[config.mk]
export PLATFORM = sky130hd
export DESIGN_NAME = uart_mode_reset_clock_pins
export DESIGN_NICKNAME = d
export VERILOG_FILES = /design/src/rtl/pin_ctrl_pkg.sv /design/src/rtl/pin_sync.sv /design/src/rtl/uart_mode_reset_clock_pins.sv
export SDC_FILE = /design/constraint.sdc
export NUM_CORES = 1
export LEC_CHECK = 0
export BUFFER_PORTS_ARGS = -buffer_cell sky130_fd_sc_hd__buf_2
export CORE_MARGIN = 4
export CORE_UTILIZATION = 57
export CTS_CLUSTER_SIZE = 24
export DETAILED_ROUTE_END_ITERATION = 8
export PLACE_DENSITY_LB_ADDON = 0.05
export RECOVER_POWER = 100
export SYNTH_ARGS = -nofsm -noshare
export SYNTH_HDL_FRONTEND = slang
export SYNTH_SLANG_ARGS = --single-unit
[constraint.sdc]
create_clock -name ref_clk -period 5.5 [get_ports ref_clk]
set_clock_uncertainty 0.15 [all_clocks]
set_input_delay 1.1 -clock ref_clk [delete_from_list [all_inputs] [get_ports ref_clk]]
set_output_delay 1.1 -clock ref_clk [all_outputs]
set_load 0.01 [all_outputs]
[src/rtl/pin_ctrl_pkg.sv]
// package: constants and carrier types for the serial port pin control block
package pin_ctrl_pkg;

    // ------------------------------------------------------------
    // timing
    // ------------------------------------------------------------
    localparam int CLK_PERIOD_NS   = 25;
    localparam int RESET_MIN_NS    = 40;
    localparam int RESET_MIN_CYC   = (RESET_MIN_NS + CLK_PERIOD_NS - 1) / CLK_PERIOD_NS;
    localparam int OVERSAMPLE      = 16;

    // ------------------------------------------------------------
    // field positions and reset values
    // ------------------------------------------------------------
    localparam int MCR_IR_BIT      = 6;
    localparam int MCR_OP1_BIT     = 2;
    localparam int MCR_OP2_BIT     = 3;
    localparam logic [7:0] MCR_RST = 8'h00;
    localparam logic [15:0] DIV_RST = 16'h0001;
    localparam logic TX_IDLE_NORMAL = 1'b1;
    localparam logic TX_IDLE_IR     = 1'b0;

    // ------------------------------------------------------------
    // carrier types
    // ------------------------------------------------------------
    typedef struct packed {
        logic       bus_style_select;
        logic       pc_decode_select_n;
        logic       infrared_startup_enable;
        logic       rclk;
        logic       rx;
    } pins_in_type;

    typedef struct packed {
        logic       write_en;
        logic [7:0] modem_control_register;
        logic       div_write_en;
        logic [15:0] divisor;
    } sw_ctrl_type;

    typedef enum logic [1:0] {
        BUS_SEPARATE,
        BUS_COMBINED,
        BUS_PC
    } bus_mode_type;

endpackage

[src/rtl/pin_sync.sv]
// two-flop synchroniser bank for asynchronous pin inputs
`timescale 1ns/1ps
module pin_sync #(
    parameter int WIDTH = 1
) (
    // clock
    input  wire logic             ref_clk,
    // data
    input  wire logic [WIDTH-1:0] d,
    output logic      [WIDTH-1:0] q
);
    // ------------------------------------------------------------
    // stages
    // ------------------------------------------------------------
    logic [WIDTH-1:0] meta_ff;
    logic [WIDTH-1:0] sync_ff;

    // no reset: reset itself passes through here
    always_ff @(posedge ref_clk) begin
        meta_ff <= d;
        sync_ff <= meta_ff;
    end

    assign q = sync_ff;
endmodule

[src/rtl/uart_mode_reset_clock_pins.sv]
// pin-level mode, reset, clock steering and output control of the serial port
`timescale 1ns/1ps
module uart_mode_reset_clock_pins
    import pin_ctrl_pkg::*;
#(
    parameter int DIV_W = 16
) (
    // clock and reset
    input  wire logic        ref_clk,
    input  wire logic        srst,
    input  wire logic        reset_pin,
    // configuration pins
    input  wire pins_in_type pins,
    // host strobes
    input  wire logic        read_strobe_n,
    input  wire logic        write_strobe_n,
    input  wire logic        chip_select_n,
    input  wire logic        printer_port_one,
    // software control
    input  wire sw_ctrl_type sw,
    // transmit path from the shifter
    input  wire logic        tx_data,
    input  wire logic        tx_active,
    // outputs
    output logic             ref_clock_out,
    output logic             baud_clock_out_n,
    output logic             drive_disable_n,
    output logic             general_output_one_n,
    output logic             general_output_two_n,
    output logic             tx_out,
    output logic             rx_sample_tick,
    output logic             rx_data,
    output logic             onchip_decode_en,
    output logic             infrared_mode,
    output bus_mode_type     bus_mode
);
    // ------------------------------------------------------------
    // pin synchronisers
    // ------------------------------------------------------------
    logic [8:0] raw_in;
    logic [8:0] syn_in;
    logic       s_style;
    logic       s_pcsel_n;
    logic       s_infrared_startup_enable;
    logic       s_rclk;
    logic       s_rx;
    logic       s_rst_pin;
    logic       s_rd_n;
    logic       s_wr_n;
    logic       s_cs_n;

    assign raw_in = {pins.bus_style_select, pins.pc_decode_select_n,
                     pins.infrared_startup_enable, pins.rclk, pins.rx,
                     reset_pin, read_strobe_n, write_strobe_n, chip_select_n};

    pin_sync #(.WIDTH(9)) u_sync (
        .ref_clk (ref_clk),
        .d       (raw_in),
        .q       (syn_in)
    );

    assign {s_style, s_pcsel_n, s_infrared_startup_enable, s_rclk, s_rx, s_rst_pin, s_rd_n, s_wr_n, s_cs_n} = syn_in;

    // ------------------------------------------------------------
    // mode decode and reset polarity
    // ------------------------------------------------------------
    logic pc_mode;
    logic pin_reset_act;
    logic rst_any;
    logic host_read;

    assign pc_mode  = ~s_pcsel_n;
    assign onchip_decode_en = pc_mode;
    assign bus_mode = pc_mode ? BUS_PC : (s_style ? BUS_COMBINED : BUS_SEPARATE);
    assign pin_reset_act = s_style ? ~s_rst_pin : s_rst_pin;
    assign rst_any  = srst | pin_reset_act;

    // separate strobes, or read/write line qualified by chip select
    assign host_read = s_style ? (~s_cs_n & s_wr_n) : ~s_rd_n;

    // ------------------------------------------------------------
    // reset release and infrared capture
    // ------------------------------------------------------------
    logic rst_d_ff;
    logic infrared_startup_enable_cap_ff;
    logic ir_sw_ff;
    logic ir_sw_valid_ff;
    logic rst_release;

    assign rst_release = rst_d_ff & ~rst_any;

    always_ff @(posedge ref_clk) begin
        if (srst) begin
            rst_d_ff <= 1'b1;
        end else begin
            rst_d_ff <= rst_any;
        end
    end

    // strap taken by a clocked process on the release edge
    always_ff @(posedge ref_clk) begin
        if (srst) begin
            infrared_startup_enable_cap_ff <= 1'b0;
        end else if (rst_release) begin
            infrared_startup_enable_cap_ff <= s_infrared_startup_enable;
        end
    end

    always_ff @(posedge ref_clk) begin
        if (rst_any) begin
            ir_sw_ff       <= 1'b0;
            ir_sw_valid_ff <= 1'b0;
        end else if (sw.write_en) begin
            ir_sw_ff       <= sw.modem_control_register[MCR_IR_BIT];
            ir_sw_valid_ff <= 1'b1;
        end
    end

    // during reset the start-up pin directly decides the idle level, except tx_out under srst
    assign infrared_mode = rst_any ? s_infrared_startup_enable : (ir_sw_valid_ff ? ir_sw_ff : infrared_startup_enable_cap_ff);

    // ------------------------------------------------------------
    // general outputs
    // ------------------------------------------------------------
    logic op1_ff;
    logic op2_ff;

    always_ff @(posedge ref_clk) begin
        if (rst_any) begin
            op1_ff <= MCR_RST[MCR_OP1_BIT];
            op2_ff <= MCR_RST[MCR_OP2_BIT];
        end else if (sw.write_en) begin
            op1_ff <= sw.modem_control_register[MCR_OP1_BIT];
            op2_ff <= sw.modem_control_register[MCR_OP2_BIT];
        end
    end

    assign general_output_one_n = ~op1_ff;
    assign general_output_two_n = ~op2_ff;

    // ------------------------------------------------------------
    // drive disable
    // ------------------------------------------------------------
    logic drive_disable_n_n_ff;

    always_ff @(posedge ref_clk) begin
        if (rst_any) begin
            drive_disable_n_n_ff <= 1'b1;
        end else begin
            drive_disable_n_n_ff <= ~host_read;
        end
    end

    assign drive_disable_n = drive_disable_n_n_ff;

    // ------------------------------------------------------------
    // baud rate generator
    // ------------------------------------------------------------
    logic [DIV_W-1:0] div_ff;
    logic [DIV_W-1:0] cnt_ff;
    logic [DIV_W-1:0] nxt_cnt;
    logic             baud_tick;
    logic             baud_hi_ff;
    logic [DIV_W-1:0] half_div;

    assign half_div  = div_ff >> 1;
    // a divisor shrunk below the count wraps at once, no long run-out
    assign baud_tick = (cnt_ff >= div_ff - DIV_W'(1));
    assign nxt_cnt   = baud_tick ? '0 : cnt_ff + DIV_W'(1);

    always_ff @(posedge ref_clk) begin
        if (rst_any) begin
            div_ff <= DIV_W'(DIV_RST);
        end else if (sw.div_write_en && sw.divisor != '0) begin
            div_ff <= sw.divisor[DIV_W-1:0];
        end
    end

    // reference clock divided down to the 16x rate
    always_ff @(posedge ref_clk) begin
        if (rst_any) begin
            cnt_ff     <= '0;
            baud_hi_ff <= 1'b0;
        end else begin
            cnt_ff     <= nxt_cnt;
            baud_hi_ff <= (nxt_cnt < half_div) || (div_ff == DIV_W'(1) && ~baud_hi_ff);
        end
    end

    // ------------------------------------------------------------
    // baud pin and receive clock steering
    // ------------------------------------------------------------
    logic baud_pin_ff;
    logic rclk_d_ff;
    logic rx_tick_ff;
    logic rx_data_ff;

    always_ff @(posedge ref_clk) begin
        if (rst_any) begin
            baud_pin_ff <= 1'b1;
        end else if (pc_mode) begin
            baud_pin_ff <= ~printer_port_one;
        end else begin
            baud_pin_ff <= ~baud_hi_ff;
        end
    end

    assign baud_clock_out_n = baud_pin_ff;

    // rising edge of the synchronised external 16x clock, or the internal baud tick in pc mode
    always_ff @(posedge ref_clk) begin
        if (rst_any) begin
            // tracks the pin in reset so release shows no false edge
            rclk_d_ff  <= s_rclk;
            rx_tick_ff <= 1'b0;
            rx_data_ff <= 1'b1;
        end else begin
            rclk_d_ff  <= s_rclk;
            rx_tick_ff <= pc_mode ? baud_tick : (s_rclk & ~rclk_d_ff);
            rx_data_ff <= s_rx;
        end
    end

    // receive input ignored while in reset
    assign rx_sample_tick = rx_tick_ff & ~rst_any;
    assign rx_data        = rst_any ? (infrared_mode ? TX_IDLE_IR : TX_IDLE_NORMAL) : rx_data_ff;

    // ------------------------------------------------------------
    // transmit output
    // ------------------------------------------------------------
    logic tx_ff;
    logic tx_idle;

    assign tx_idle = infrared_mode ? TX_IDLE_IR : TX_IDLE_NORMAL;

    always_ff @(posedge ref_clk) begin
        if (srst) begin
            tx_ff <= TX_IDLE_NORMAL;
        end else if (rst_any) begin
            tx_ff <= tx_idle;
        end else begin
            tx_ff <= tx_active ? tx_data : tx_idle;
        end
    end

    assign tx_out        = tx_ff;
    assign ref_clock_out = ref_clk;

    // ------------------------------------------------------------
    // checks
    // ------------------------------------------------------------
    AST_DRIVE_DISABLE_N_READ: assert property (@(posedge ref_clk) disable iff (rst_any)
        host_read |=> !drive_disable_n)
        else $error("drive disable not low in read");
    AST_DRIVE_DISABLE_N_IDLE: assert property (@(posedge ref_clk) disable iff (rst_any)
        !host_read |=> drive_disable_n)
        else $error("drive disable low outside read");
    AST_IR_CAPTURE: assert property (@(posedge ref_clk) disable iff (srst)
        rst_release |=> infrared_startup_enable_cap_ff == $past(s_infrared_startup_enable))
        else $error("start-up capture wrong");
    AST_TX_IDLE: assert property (@(posedge ref_clk) disable iff (srst)
        (!rst_any && !tx_active) |=> tx_out == $past(tx_idle))
        else $error("tx idle level wrong");
    AST_SW_OVERRIDE: assert property (@(posedge ref_clk) disable iff (rst_any)
        sw.write_en |=> infrared_mode == $past(sw.modem_control_register[MCR_IR_BIT]))
        else $error("ir override lost");
    AST_RESET_OUT: assert property (@(posedge ref_clk)
        srst |=> (drive_disable_n && general_output_one_n && general_output_two_n && baud_clock_out_n))
        else $error("outputs not at reset value");
    AST_RX_IGNORE: assert property (@(posedge ref_clk)
        rst_any |-> !rx_sample_tick ##1 !rx_tick_ff)
        else $error("receive tick in reset");
    AST_TX_RESET: assert property (@(posedge ref_clk) disable iff (srst)
        (rst_any && !srst) |=> tx_out == $past(tx_idle))
        else $error("tx not held at idle in reset");
    AST_PC_DECODE: assert property (@(posedge ref_clk) disable iff (rst_any)
        pc_mode |=> baud_clock_out_n == !$past(printer_port_one))
        else $error("printer decode not on baud pin");
    AST_POLARITY: assert property (@(posedge ref_clk)
        (s_style && !s_rst_pin) |-> rst_any)
        else $error("low reset ignored in combined style");
    AST_GP_OUT: assert property (@(posedge ref_clk) disable iff (rst_any)
        sw.write_en |=> general_output_one_n == !$past(sw.modem_control_register[MCR_OP1_BIT]))
        else $error("op1 wrong");
    AST_EXT_TICK: assert property (@(posedge ref_clk) disable iff (rst_any)
        (!pc_mode && s_rclk && !rclk_d_ff) |=> rx_sample_tick)
        else $error("external clock edge gave no tick");
    AST_DIV_REFUSE: assert property (@(posedge ref_clk) disable iff (rst_any)
        (sw.div_write_en && sw.divisor == '0) |=> $stable(div_ff))
        else $error("zero divisor taken");
    AST_BAUD_WRAP: assert property (@(posedge ref_clk) disable iff (rst_any)
        (cnt_ff >= div_ff) |=> cnt_ff == '0)
        else $error("baud counter ran past divisor");
endmodule

**Word level (Yosys, flattened, before mapping)**

Index checks and enable logic that the tools add are counted.

- $add $sub $neg: 2
- $mul: 0
- Divide/modulo/power cells: 0
- Magnitude comparators: 2
- Equal/unequal tests: 1
- Shift-type cells: 0
- Mux-type cells: 13
- Bitwise logic cells: 16
- Reduce and logical (&&, ||, !) cells: 4

Operator list:

| kind | count |
|---|---|
| adder 16 x 1 -> 16 bit, second input constant | 1 |
| == test 16 x 1 -> 1 bit, second input constant | 1 |
| >= comparator 16 bit | 1 |
| < comparator 16 x 15 -> 1 bit | 1 |
| two-way mux 16 bit | 1 |
| nonzero test 16 bit | 1 |
| subtractor 16 x 1 -> 16 bit, second input constant | 1 |
| two-way mux 1 bit | 11 |
| NOT 1 bit | 11 |
| bitwise AND 1 bit | 4 |
| logical AND 1 bit | 2 |
| two-way mux 2 bit | 1 |
| logical OR 1 bit | 1 |
| OR 1 bit | 1 |

- Register bits after elaboration: 63
- Bits in latches: 0
- Memory bits (writable): 0
- Bits in read-only memories: 0
- Input port bits: 40
- Output and inout bits: 12
- Memories kept: 0

**Logic depth before layout (Yosys ltp)**

Gate-level depths: netlist (run 1).

- Word-level depth: 7
- Gate-level depth with buffers: 18
- Gate-level depth less buffers: 17

**Hierarchy**

A second synthesis (run 1) with hierarchy kept.

- Cell total of the unflattened synthesis: 372
- Area, all modules: 3171.8 um2

Modules (own cells, without submodules):

| module | instances | cells each | area each (um2) | sequential area each (um2) |
|---|---|---|---|---|
| uart_mode_reset_clock_pins | 1 | 354 | 2811.4 | 900.9 |
| pin_sync | 1 | 18 | 360.3 | 360.3 |

==> results of run 1 <==
==> worst max-delay path by stage <==
stage          cells after the start             to  slack (ps)
3_3_place_gp                      17     baud_hi_ff         880
3_5_place_dp                      17     baud_hi_ff         840
6_report                          17     baud_hi_ff         790
4_1_cts                           17     baud_hi_ff         820
5_1_grt                           17     baud_hi_ff         340
2_1_floorplan                      1  ref_clock_out        1380
==> cells in the mapped netlist, drive strengths merged (3+ instances only) <==
cell     n
inv     27
nor2    31
o21ai   13
a21oi   26
nand4   11
nand3    7
nor3    25
or2      3
dfxtp   63
nand2   50
a211oi   4
a21o     3
ha      33
buf     12
xor2     7
mux2i    3
xnor2   20
nor4     9
==> logic make-up (layout without fill, tap and decap cells) <==
group,count (synthesis),after routing,synth area share [%]
XOR/XNOR,27,27,7.11
flip-flops,63,63,37.9
adder cells (fa/ha/maj),33,33,12.4
buffers and inverters,40,93,5.83
AO/OA/AOI/OAI,57,57,10.4
AND/OR/NAND/NOR,146,146,24.8
multiplexers,5,5,1.58
==> final cells by class <==
type	count	area (um2)	share of cell area (%)
inverter	27	101	2.68
clock buffer	13	169	4.47
timing repair buffer	46	233	6.16
multi-input combinational	268	1800	47.7
tap	72	90.1	2.38
sequential	63	1260	33.4
clock inverter	7	121	3.21
==> flip-flops by register name, indices dropped and copies added, names as in the netlist, 9 cells and up <==
| signal | flops |
|---|---|
| div_ff | 16 |
| cnt_ff | 16 |
| u_sync.meta_ff | 9 |
| u_sync.q | 9 |
==> report_power, final <==
| group | switching (mW) | total, mW | internal, mW |
|---|---|---|---|
| sequential | 0.0137 | 0.490 | 0.476 |
| clock | 0.203 | 0.555 | 0.352 |
| combinational | 0.0843 | 0.143 | 0.0586 |
==> routing by layer <==
metal / vias to the layer above / global-route usage (%) / wire length (um)
li1: 1380 / - / -
met5: - / 0 / 0
met3: 8 / 7.65 / 419
met4: 0 / 8.20 / 63
met2: 71 / 30.9 / 3030
met1: 1199 / 27.3 / 3250
==> cell usage in the layout, fill, tap and decap left out, drive strengths merged, types with 3 or more instances in the layout <==
| cell type | count |
|---|---|
| dfxtp | 63 |
| nand2 | 50 |
| buf | 36 |
| ha | 33 |
| nor2 | 31 |
| inv | 27 |
| a21oi | 26 |
| nor3 | 25 |
| clkbuf | 23 |
| xnor2 | 20 |
| o21ai | 13 |
| nand4 | 11 |
| nor4 | 9 |
| xor2 | 7 |
| nand3 | 7 |
| a211oi | 4 |
| clkinv | 4 |
| a21o | 3 |
| mux2i | 3 |
| bufinv | 3 |
| or2 | 3 |
==> results_dict.tcl, run 1 <==
set metrics [dict create \
    post-route-period-util_pct 85.7 \
    slowest_stage "a2111oi_0" \
    fin_setup_tns_ps 0 \
    dr.pass1.iters 4 \
    vias_per_cell 5.36 \
    async_flop_share_pct 0 \
    grt_pass1_vias 2552 \
    critPathBufInv 1 \
    die_h_um 84.4 \
    crit_path_start "div_ff[6]" \
    worstPathRequired_ps 5680 \
    power_mw 1.19 \
    wl_per_cell_um 13.6 \
    grt.total_usage_pct 20.7 \
    dp_cells 477 \
    finalWirelength_um 6760 \
    synth_area_mm2 0.00333 \
    dp_worst_setup_slack_ps 842 \
    drt_iter0_markers 105 \
    power_density_mw_per_mm2 314 \
    cpMostUsedCell "nand4_1" \
    syn_to_final_growth_pct 13.5 \
    setup_ws_ps 788 \
    crit_path_start_kind "register" \
    finalNetCount 492 \
    cp_max_fo 30 \
    min_period_ps 4710 \
    critPathCaptureType "register" \
    slowest_delay_ps 560 \
    holdPathStages 0 \
    path_class "reg -> reg" \
    synth.top_cell.area_share_pct 37.9 \
    vias 2658 \
    synth_area_leaders "dfxtp_1, ha_1, nand2_1" \
    r2r_slack_ps 790 \
    max_slew_margin_pct 10.6 \
    dp_hpwl_um 5080 \
    post_cts_resized 0 \
    reg2reg_to "baud_hi_ff" \
    whs_endpoint "u_sync.q[5]" \
    cts_tree "yes" \
    synthDistinctLibCells 45 \
    finalHoldViolations 0 \
    grt_pass1_wl_um 11600 \
    finalCoreUtilization_pct 67.8 \
    synthFlopType "dfxtp_1" \
    port_buffers 46 \
    hp-class "reg -> reg" \
    synth_edf_count 0 \
    insertion_delay_ps 450 \
    fmaxAchievable_mhz 212 \
    tightest_slew_ps 1340 \
    die_area_mm2 0.00712 \
    cp_cell_sequence "nor4_1 > and3_1 > nand4_1 > xnor2_1 > ha_1 > nand4_1 > nor3_1 > a32o_1 > or2_0 > buf_12 > nor2_1 > ha_1 > nand4_1 > a2111oi_0 > nand3_1 > a211oi_1 > o21ai_0" \
    ff2ff_path_depth 17 \
    holdWs_ps 177 \
    dpl_cell_area_mm2 0.00357 \
    holdBufCountCts 0 \
    avgSynthCellArea_um2 8.97 \
    grt_max_degree 42 \
    yosysWarnings 0 \
    arrival_ps 4890 \
    drc 0 \
    diodes 0 \
    crit_family "simple AND/OR/NAND/NOR gates" \
    cap_viol_max_count 0 \
    drive_gt1_share_pct 15.6 \
    routabilityCongestion 0.853 \
    ir_drop_v 0.000256 \
    status "finished clean" \
    reg2reg_from "div_ff[6]" \
    netlist_instances 371 \
    num-fill-cells 477 \
    fp-row-count 27 \
    power.leakage_nw 1.58 \
    antenna_left 0 \
    die_w_um 84.4 \
    synth_seq_area_share_pct 37.9 \
    slew_viol_final 0 \
    start_util_pct 59.7 \
    final_cells 496 \
    yosysTopAreaCell "dfxtp_1" \
    clkTransAtPathRegs_ps 70 \
    min_from "u_sync.meta_ff[5]" \
    post-cts-setup-buffer-count 0 \
    final_cell_area_mm2 0.00378 \
    synth_nets 444 \
    core_area_mm2 0.00557 \
    synth-seq-cells 63 \
    antenna_found_initial 0 \
    ios 52 \
    grt_setup_unrepaired "false" \
    setup-violations-final 0 \
    grt_remaining_overflow 0 \
]
No activity file was read; power rests on OpenSTA's default activity.
==> run 2, diff against run 1 <==
--- a/config.mk
+++ b/config.mk
@@ -5,11 +5,11 @@
 export SDC_FILE = /design/constraint.sdc
 export NUM_CORES = 1
 export LEC_CHECK = 0
-export BUFFER_PORTS_ARGS = -buffer_cell sky130_fd_sc_hd__buf_2
 export CORE_MARGIN = 4
-export CORE_UTILIZATION = 57
+export CORE_UTILIZATION = 63
 export CTS_CLUSTER_SIZE = 24
 export DETAILED_ROUTE_END_ITERATION = 8
+export DONT_BUFFER_PORTS = 1
 export PLACE_DENSITY_LB_ADDON = 0.05
 export RECOVER_POWER = 100
 export SYNTH_ARGS = -nofsm -noshare
==> run 2 against run 1 <==
  * Combinational power shrank 16%
  * Sequential cell count unchanged
  * First-iteration DRC count fell by 1.9%
  * Cell area decreased by 8.4%
  * Routed wire length fell by 3.6%
  * Highest routed layer unchanged
==> results_dict.tcl, run 2 (synthesis results as in run 1) <==
set metrics [dict create \
    critPathBufInv 1 \
    cts_buffers 9 \
    min_period_ps 4910 \
    diodes 0 \
    cp_max_fo 30 \
    finalWirelength_um 6520 \
    num-fill-cells 430 \
    critPathCaptureType "register" \
    power_density_mw_per_mm2 295 \
    ff2ff_path_depth 17 \
    insertion_delay_ps 350 \
    cts_sinks 63 \
    status "finished clean" \
    routabilityCongestion 0.830 \
    clockBufferDepth 2 \
    seqCellArea_mm2 0.00126 \
    power.leakage_nw 1.38 \
    max_slew_margin_pct 13.4 \
    crit_path_start_kind "register" \
    crit_path_start "div_ff[7]" \
    reg2reg_to "baud_hi_ff" \
    antenna_left 0 \
    wl_per_cell_um 14.6 \
    cp_cell_sequence "nor4_1 > and3_1 > nand4_1 > xnor2_1 > ha_1 > nand4_1 > nor3_1 > a32o_1 > or2_1 > buf_4 > nor2_1 > ha_1 > nand4_1 > a2111oi_0 > nand3_1 > a211oi_1 > o21ai_0" \
    largestRegisters "cnt_ff (16), div_ff (16)" \
    core_area_mm2 0.00511 \
    slowest_stage "a2111oi_0" \
    worst-path-stages 17 \
    post-cts-setup-buffer-count 0 \
    cap_viol_max_count 0 \
    path_class "reg -> reg" \
    reg2reg_from "div_ff[7]" \
    final_cell_mix "dfxtp_1, nand2_1, ha_1" \
    grt_setup_unrepaired "false" \
    worstPathRequired_ps 5590 \
    antenna_found_initial 0 \
    cpMostUsedCell "nand4_1" \
    vias 2514 \
    dr.pass1.iters 4 \
    holdBufCountCts 0 \
    ios 52 \
    vias_per_cell 5.65 \
    layout_commonest_cell "dfxtp_1" \
    htree_levels 3 \
    die_w_um 80.7 \
    grt.total_usage_pct 21.5 \
    finalNetCount 443 \
    slowest_delay_ps 660 \
    post-route-period-util_pct 89.3 \
    setup-violations-final 0 \
    cts_tree "yes" \
    critPathCapture "baud_hi_ff" \
    grt_pass1_wl_um 10500 \
    fin_setup_tns_ps 0 \
    syn_to_final_growth_pct 3.95 \
    multi_input_area_mm2 0.00180 \
    ir_drop_v 0.000251 \
    dp_hpwl_um 5030 \
    drive_gt1_share_pct 7.20 \
    drc 0 \
    clkTransAtPathRegs_ps 80 \
    fp-row-count 26 \
    crit_family "simple AND/OR/NAND/NOR gates" \
    grt_pass1_vias 2308 \
    arrival_ps 5000 \
    drt_iter0_markers 103 \
    fmaxAchievable_mhz 204 \
    start_util_pct 65.1 \
    r2r_slack_ps 590 \
    post_cts_resized 0 \
    tightest_slew_ps 1300 \
    slew_viol_final 0 \
    dp_cells 429 \
    grt_max_degree 42 \
    die_h_um 80.7 \
    die_area_mm2 0.00651 \
    port_buffers 0 \
    cts_root_buf "clkbuf_8" \
    finalHoldViolations 0 \
    final_cells 445 \
    hp-class "reg -> reg" \
    grt_remaining_overflow 0 \
]
[run 2: cell count changes in the layout (fill, tap and decap cells not counted), moves of 2 or more]
| cell | previous run | this run |
|---|---|---|
| inv_6 | 0 | 2 |
| clkinvlp_4 | 0 | 2 |
| buf_2 | 35 | 0 |
| clkbuf_8 | 12 | 9 |
| clkbuf_1 | 11 | 0 |
| bufinv_16 | 3 | 1 |
[run 2: worst min-delay path by stage]
stage / to / depth (start not counted) / slack (ps) / startpoint
3_3_place_gp: u_sync.q[3] / 0 / 160 / u_sync.meta_ff[3]
2_1_floorplan: u_sync.q[0] / 0 / 160 / u_sync.meta_ff[0]
5_1_grt: u_sync.q[0] / 0 / 180 / u_sync.meta_ff[0]
3_5_place_dp: u_sync.q[7] / 0 / 160 / u_sync.meta_ff[7]
4_1_cts: u_sync.q[5] / 0 / 180 / u_sync.meta_ff[5]
6_report: u_sync.q[5] / 0 / 180 / u_sync.meta_ff[5]
[run 2: where the power goes]
| part | switching, mW | total, mW | internal [mW] |
|---|---|---|---|
| clock network | 0.196 | 0.410 | 0.214 |
| logic | 0.0758 | 0.120 | 0.0444 |
| registers | 0.0149 | 0.491 | 0.476 |
[run 2: metal layers]
layer  track usage, %  part of all wire, %  up-vias
li1                 -                    -     1285
met1             29.6                   49     1155
met2             31.7                   44       62
met3             7.06                  5.1       12
met4             6.93                  1.6        0
met5                0                    0        -
[run 2: area by class of cell]
type,count,area share (%)
clock buffer,9,3.58
clock inverter,7,2.32
inverter,27,2.93
multi-input combinational,268,52.0
sequential,63,36.5
tap,70,2.53
timing repair buffer,1,0.217
[run 2: worst register-to-register path: stages (launching register included)]
cell and delay [ps]:
dfxtp_1 370, nor4_1 430, and3_1 300, nand4_1 130
xnor2_1 160, ha_1 320, nand4_1 160, nor3_1 300
a32o_1 270, or2_1 120, buf_4 290, nor2_1 120
ha_1 320, nand4_1 140, a2111oi_0 660, nand3_1 190
a211oi_1 280, o21ai_0 120
[run 2: stage by stage]
| stage | hold slack (ps) | setup WS (ps) | cell area, um2 | utilization, % | total power [mW] |
|---|---|---|---|---|---|
| floorplan | 160 | 1380 | 3330 | - | 0.621 |
| global placement | 160 | 728 | 3330 | 65.2 | 0.624 |
| detailed placement | 162 | 630 | 3330 | 65.2 | 0.628 |
| CTS | 180 | 611 | 3530 | 69.2 | 1.03 |
| global route | 184 | 287 | 3460 | 67.7 | 1.07 |
| finish | 175 | 588 | 3460 | 67.7 | 1.02 |
==> run 3, diff against run 2 <==
--- a/config.mk
+++ b/config.mk
@@ -6,7 +6,7 @@
 export NUM_CORES = 1
 export LEC_CHECK = 0
 export CORE_MARGIN = 4
-export CORE_UTILIZATION = 63
+export CORE_UTILIZATION = 57
 export CTS_CLUSTER_SIZE = 24
 export DETAILED_ROUTE_END_ITERATION = 8
 export DONT_BUFFER_PORTS = 1
==> constraint.sdc (replaced) <==
create_clock -name ref_clk -period 4.45 [get_ports ref_clk]
set_clock_uncertainty 0.15 [all_clocks]
set_input_delay 0.89 -clock ref_clk [delete_from_list [all_inputs] [get_ports ref_clk]]
set_output_delay 0.89 -clock ref_clk [all_outputs]
set_load 0.01 [all_outputs]
==> run 3 against run 2 <==
  * Critical path depth unchanged
  * Sequential share of layout area is 1.9 points lower
  * Via count grew 1.8%
  * Routed wire length grew 7.7%
  * Core utilization is 2.2 points lower
  * Total power is 28% higher
  * Clock power up 24%
  * Sequential cell count unchanged
  * Worst hold slack lost 2.9 ps
  * Cell area grew 5.6%
  * Critical path type unchanged
  * Largest power group unchanged
  * Highest routed layer unchanged
==> results_dict.tcl, run 3 (synthesis results as in run 1) <==
set metrics [dict create \
    status "finished clean" \
    largestRegisters "cnt_ff (16), div_ff (16)" \
    layout_commonest_cell "dfxtp_1" \
    fmaxAchievable_mhz 241 \
    slowest_stage "nor4_4" \
    tightest_slew_ps 1380 \
    antenna_found_initial 0 \
    vias_per_cell 5.56 \
    grt.total_usage_pct 20.9 \
    final_cell_mix "dfxtp_1, nand2_1, ha_1" \
    slowest_delay_ps 370 \
    cap_viol_max_count 0 \
    post-route-period-util_pct 93.1 \
    cts_root_buf "clkbuf_8" \
    dr.pass1.iters 4 \
    vias 2559 \
    cts_sinks 63 \
    cts_tree "yes" \
    path_class "reg -> reg" \
    ios 52 \
    ir_drop_v 0.000251 \
    drt_iter0_markers 124 \
    insertion_delay_ps 340 \
    start_util_pct 59.7 \
    holdBufCountCts 0 \
    antenna_left 0 \
    grt_remaining_overflow 0 \
    cp_cell_sequence "nor4_4 > and3_4 > nand4_1 > xnor2_1 > ha_1 > nand4_1 > o21bai_1 > a211o_1 > or2_4 > buf_6 > nor2_2 > ha_1 > a21o_1 > a211oi_1 > o21ai_0 > a221o_1 > o21ai_1" \
    hp-class "reg -> reg" \
    die_w_um 84.4 \
    syn_to_final_growth_pct 9.82 \
    core_area_mm2 0.00557 \
    cts_buffers 9 \
    diodes 0 \
    clkTransAtPathRegs_ps 70 \
    finalHoldViolations 0 \
    die_h_um 84.4 \
    crit_path_start_kind "register" \
    finalWirelength_um 7020 \
    cp_max_fo 13 \
    power_mw 1.31 \
    grt_max_degree 42 \
    power_density_mw_per_mm2 358 \
    min_period_ps 4140 \
    fp-row-count 27 \
    htree_levels 3 \
    grt_pass1_vias 2572 \
    power.leakage_nw 1.46 \
    num-fill-cells 501 \
    routabilityCongestion 0.885 \
    grt_pass1_wl_um 11900 \
    setup-violations-final 0 \
    clockBufferDepth 2 \
    finalNetCount 456 \
    worstPathRequired_ps 4580 \
    fin_setup_tns_ps 0 \
    max_slew_margin_pct 8.02 \
    dp_hpwl_um 5360 \
    port_buffers 0 \
    wl_per_cell_um 15.3 \
    critPathCaptureType "register" \
    die_area_mm2 0.00712 \
    arrival_ps 4270 \
    drc 0 \
    slew_viol_final 0 \
    drive_gt1_share_pct 13.7 \
]
[run 3: layout make-up]
type / instances / area (um2) / area share (%)
clock buffer: 10 / 138 / 3.77
clock inverter: 6 / 70.1 / 1.92
inverter: 27 / 101 / 2.77
multi-input combinational: 268 / 1880 / 51.3
sequential: 63 / 1260 / 34.5
tap: 72 / 90.1 / 2.47
timing repair buffer: 14 / 118 / 3.22
[run 3: per-stage QoR]
stage | hold slack [ps] | util (%) | area [um2] | instances | setup WS (ps)
2_1_floorplan | 160 | - | 3330 | 371 | 385
3_3_place_gp | 160 | 61.6 | 3430 | 443 | 21.5
3_5_place_dp | 162 | 61.6 | 3430 | 443 | -116
4_1_cts | 178 | 65.5 | 3650 | 459 | 9.51
5_1_grt | 192 | 65.5 | 3650 | 460 | -6.61
6_report | 172 | 65.5 | 3650 | 460 | 307
[run 3: metal layers]
metal | share of wire (%) | track usage [%]
met4 | 1.4 | 8.63
met5 | 0 | 0
met3 | 4.7 | 4.51
met2 | 47 | 33.8
met1 | 47 | 27.2
[run 3: path summary, 6_finish.rpt]
kind / start / slack, ps / to / cells past startpoint
worst max-delay path: div_ff[5] / 310 / baud_hi_ff / 17
worst min-delay path: u_sync.meta_ff[2] / 170 / u_sync.q[2] / 0
worst max register to register: div_ff[5] / 310 / baud_hi_ff / 17
worst min register to register: u_sync.meta_ff[2] / 170 / u_sync.q[2] / 0
[run 3: report_power, final]
part / switching, mW / total, mW / internal, mW
Combinational: 0.110 / 0.192 / 0.0826
Sequential: 0.0173 / 0.606 / 0.589
Clock: 0.233 / 0.508 / 0.275
Total: 0.360 / 1.31 / 0.946
[run 3: worst max-delay path: cells and delay by family (launching register included)]
kind,cells,cell delay (ps)
DFF,1,350
xor gates and xnor gates,1,160
and+or+nand+nor,6,1330
adders and majority gates,2,550
AOI/OAI and AO/OA,7,1370
buffers and inverters,1,150
[run 3: repair_timing]
item,in CTS,in global routing
buffers inserted,0,1
resized for setup,2,13
setup endpoints to repair,1,1
pin swaps,0,9
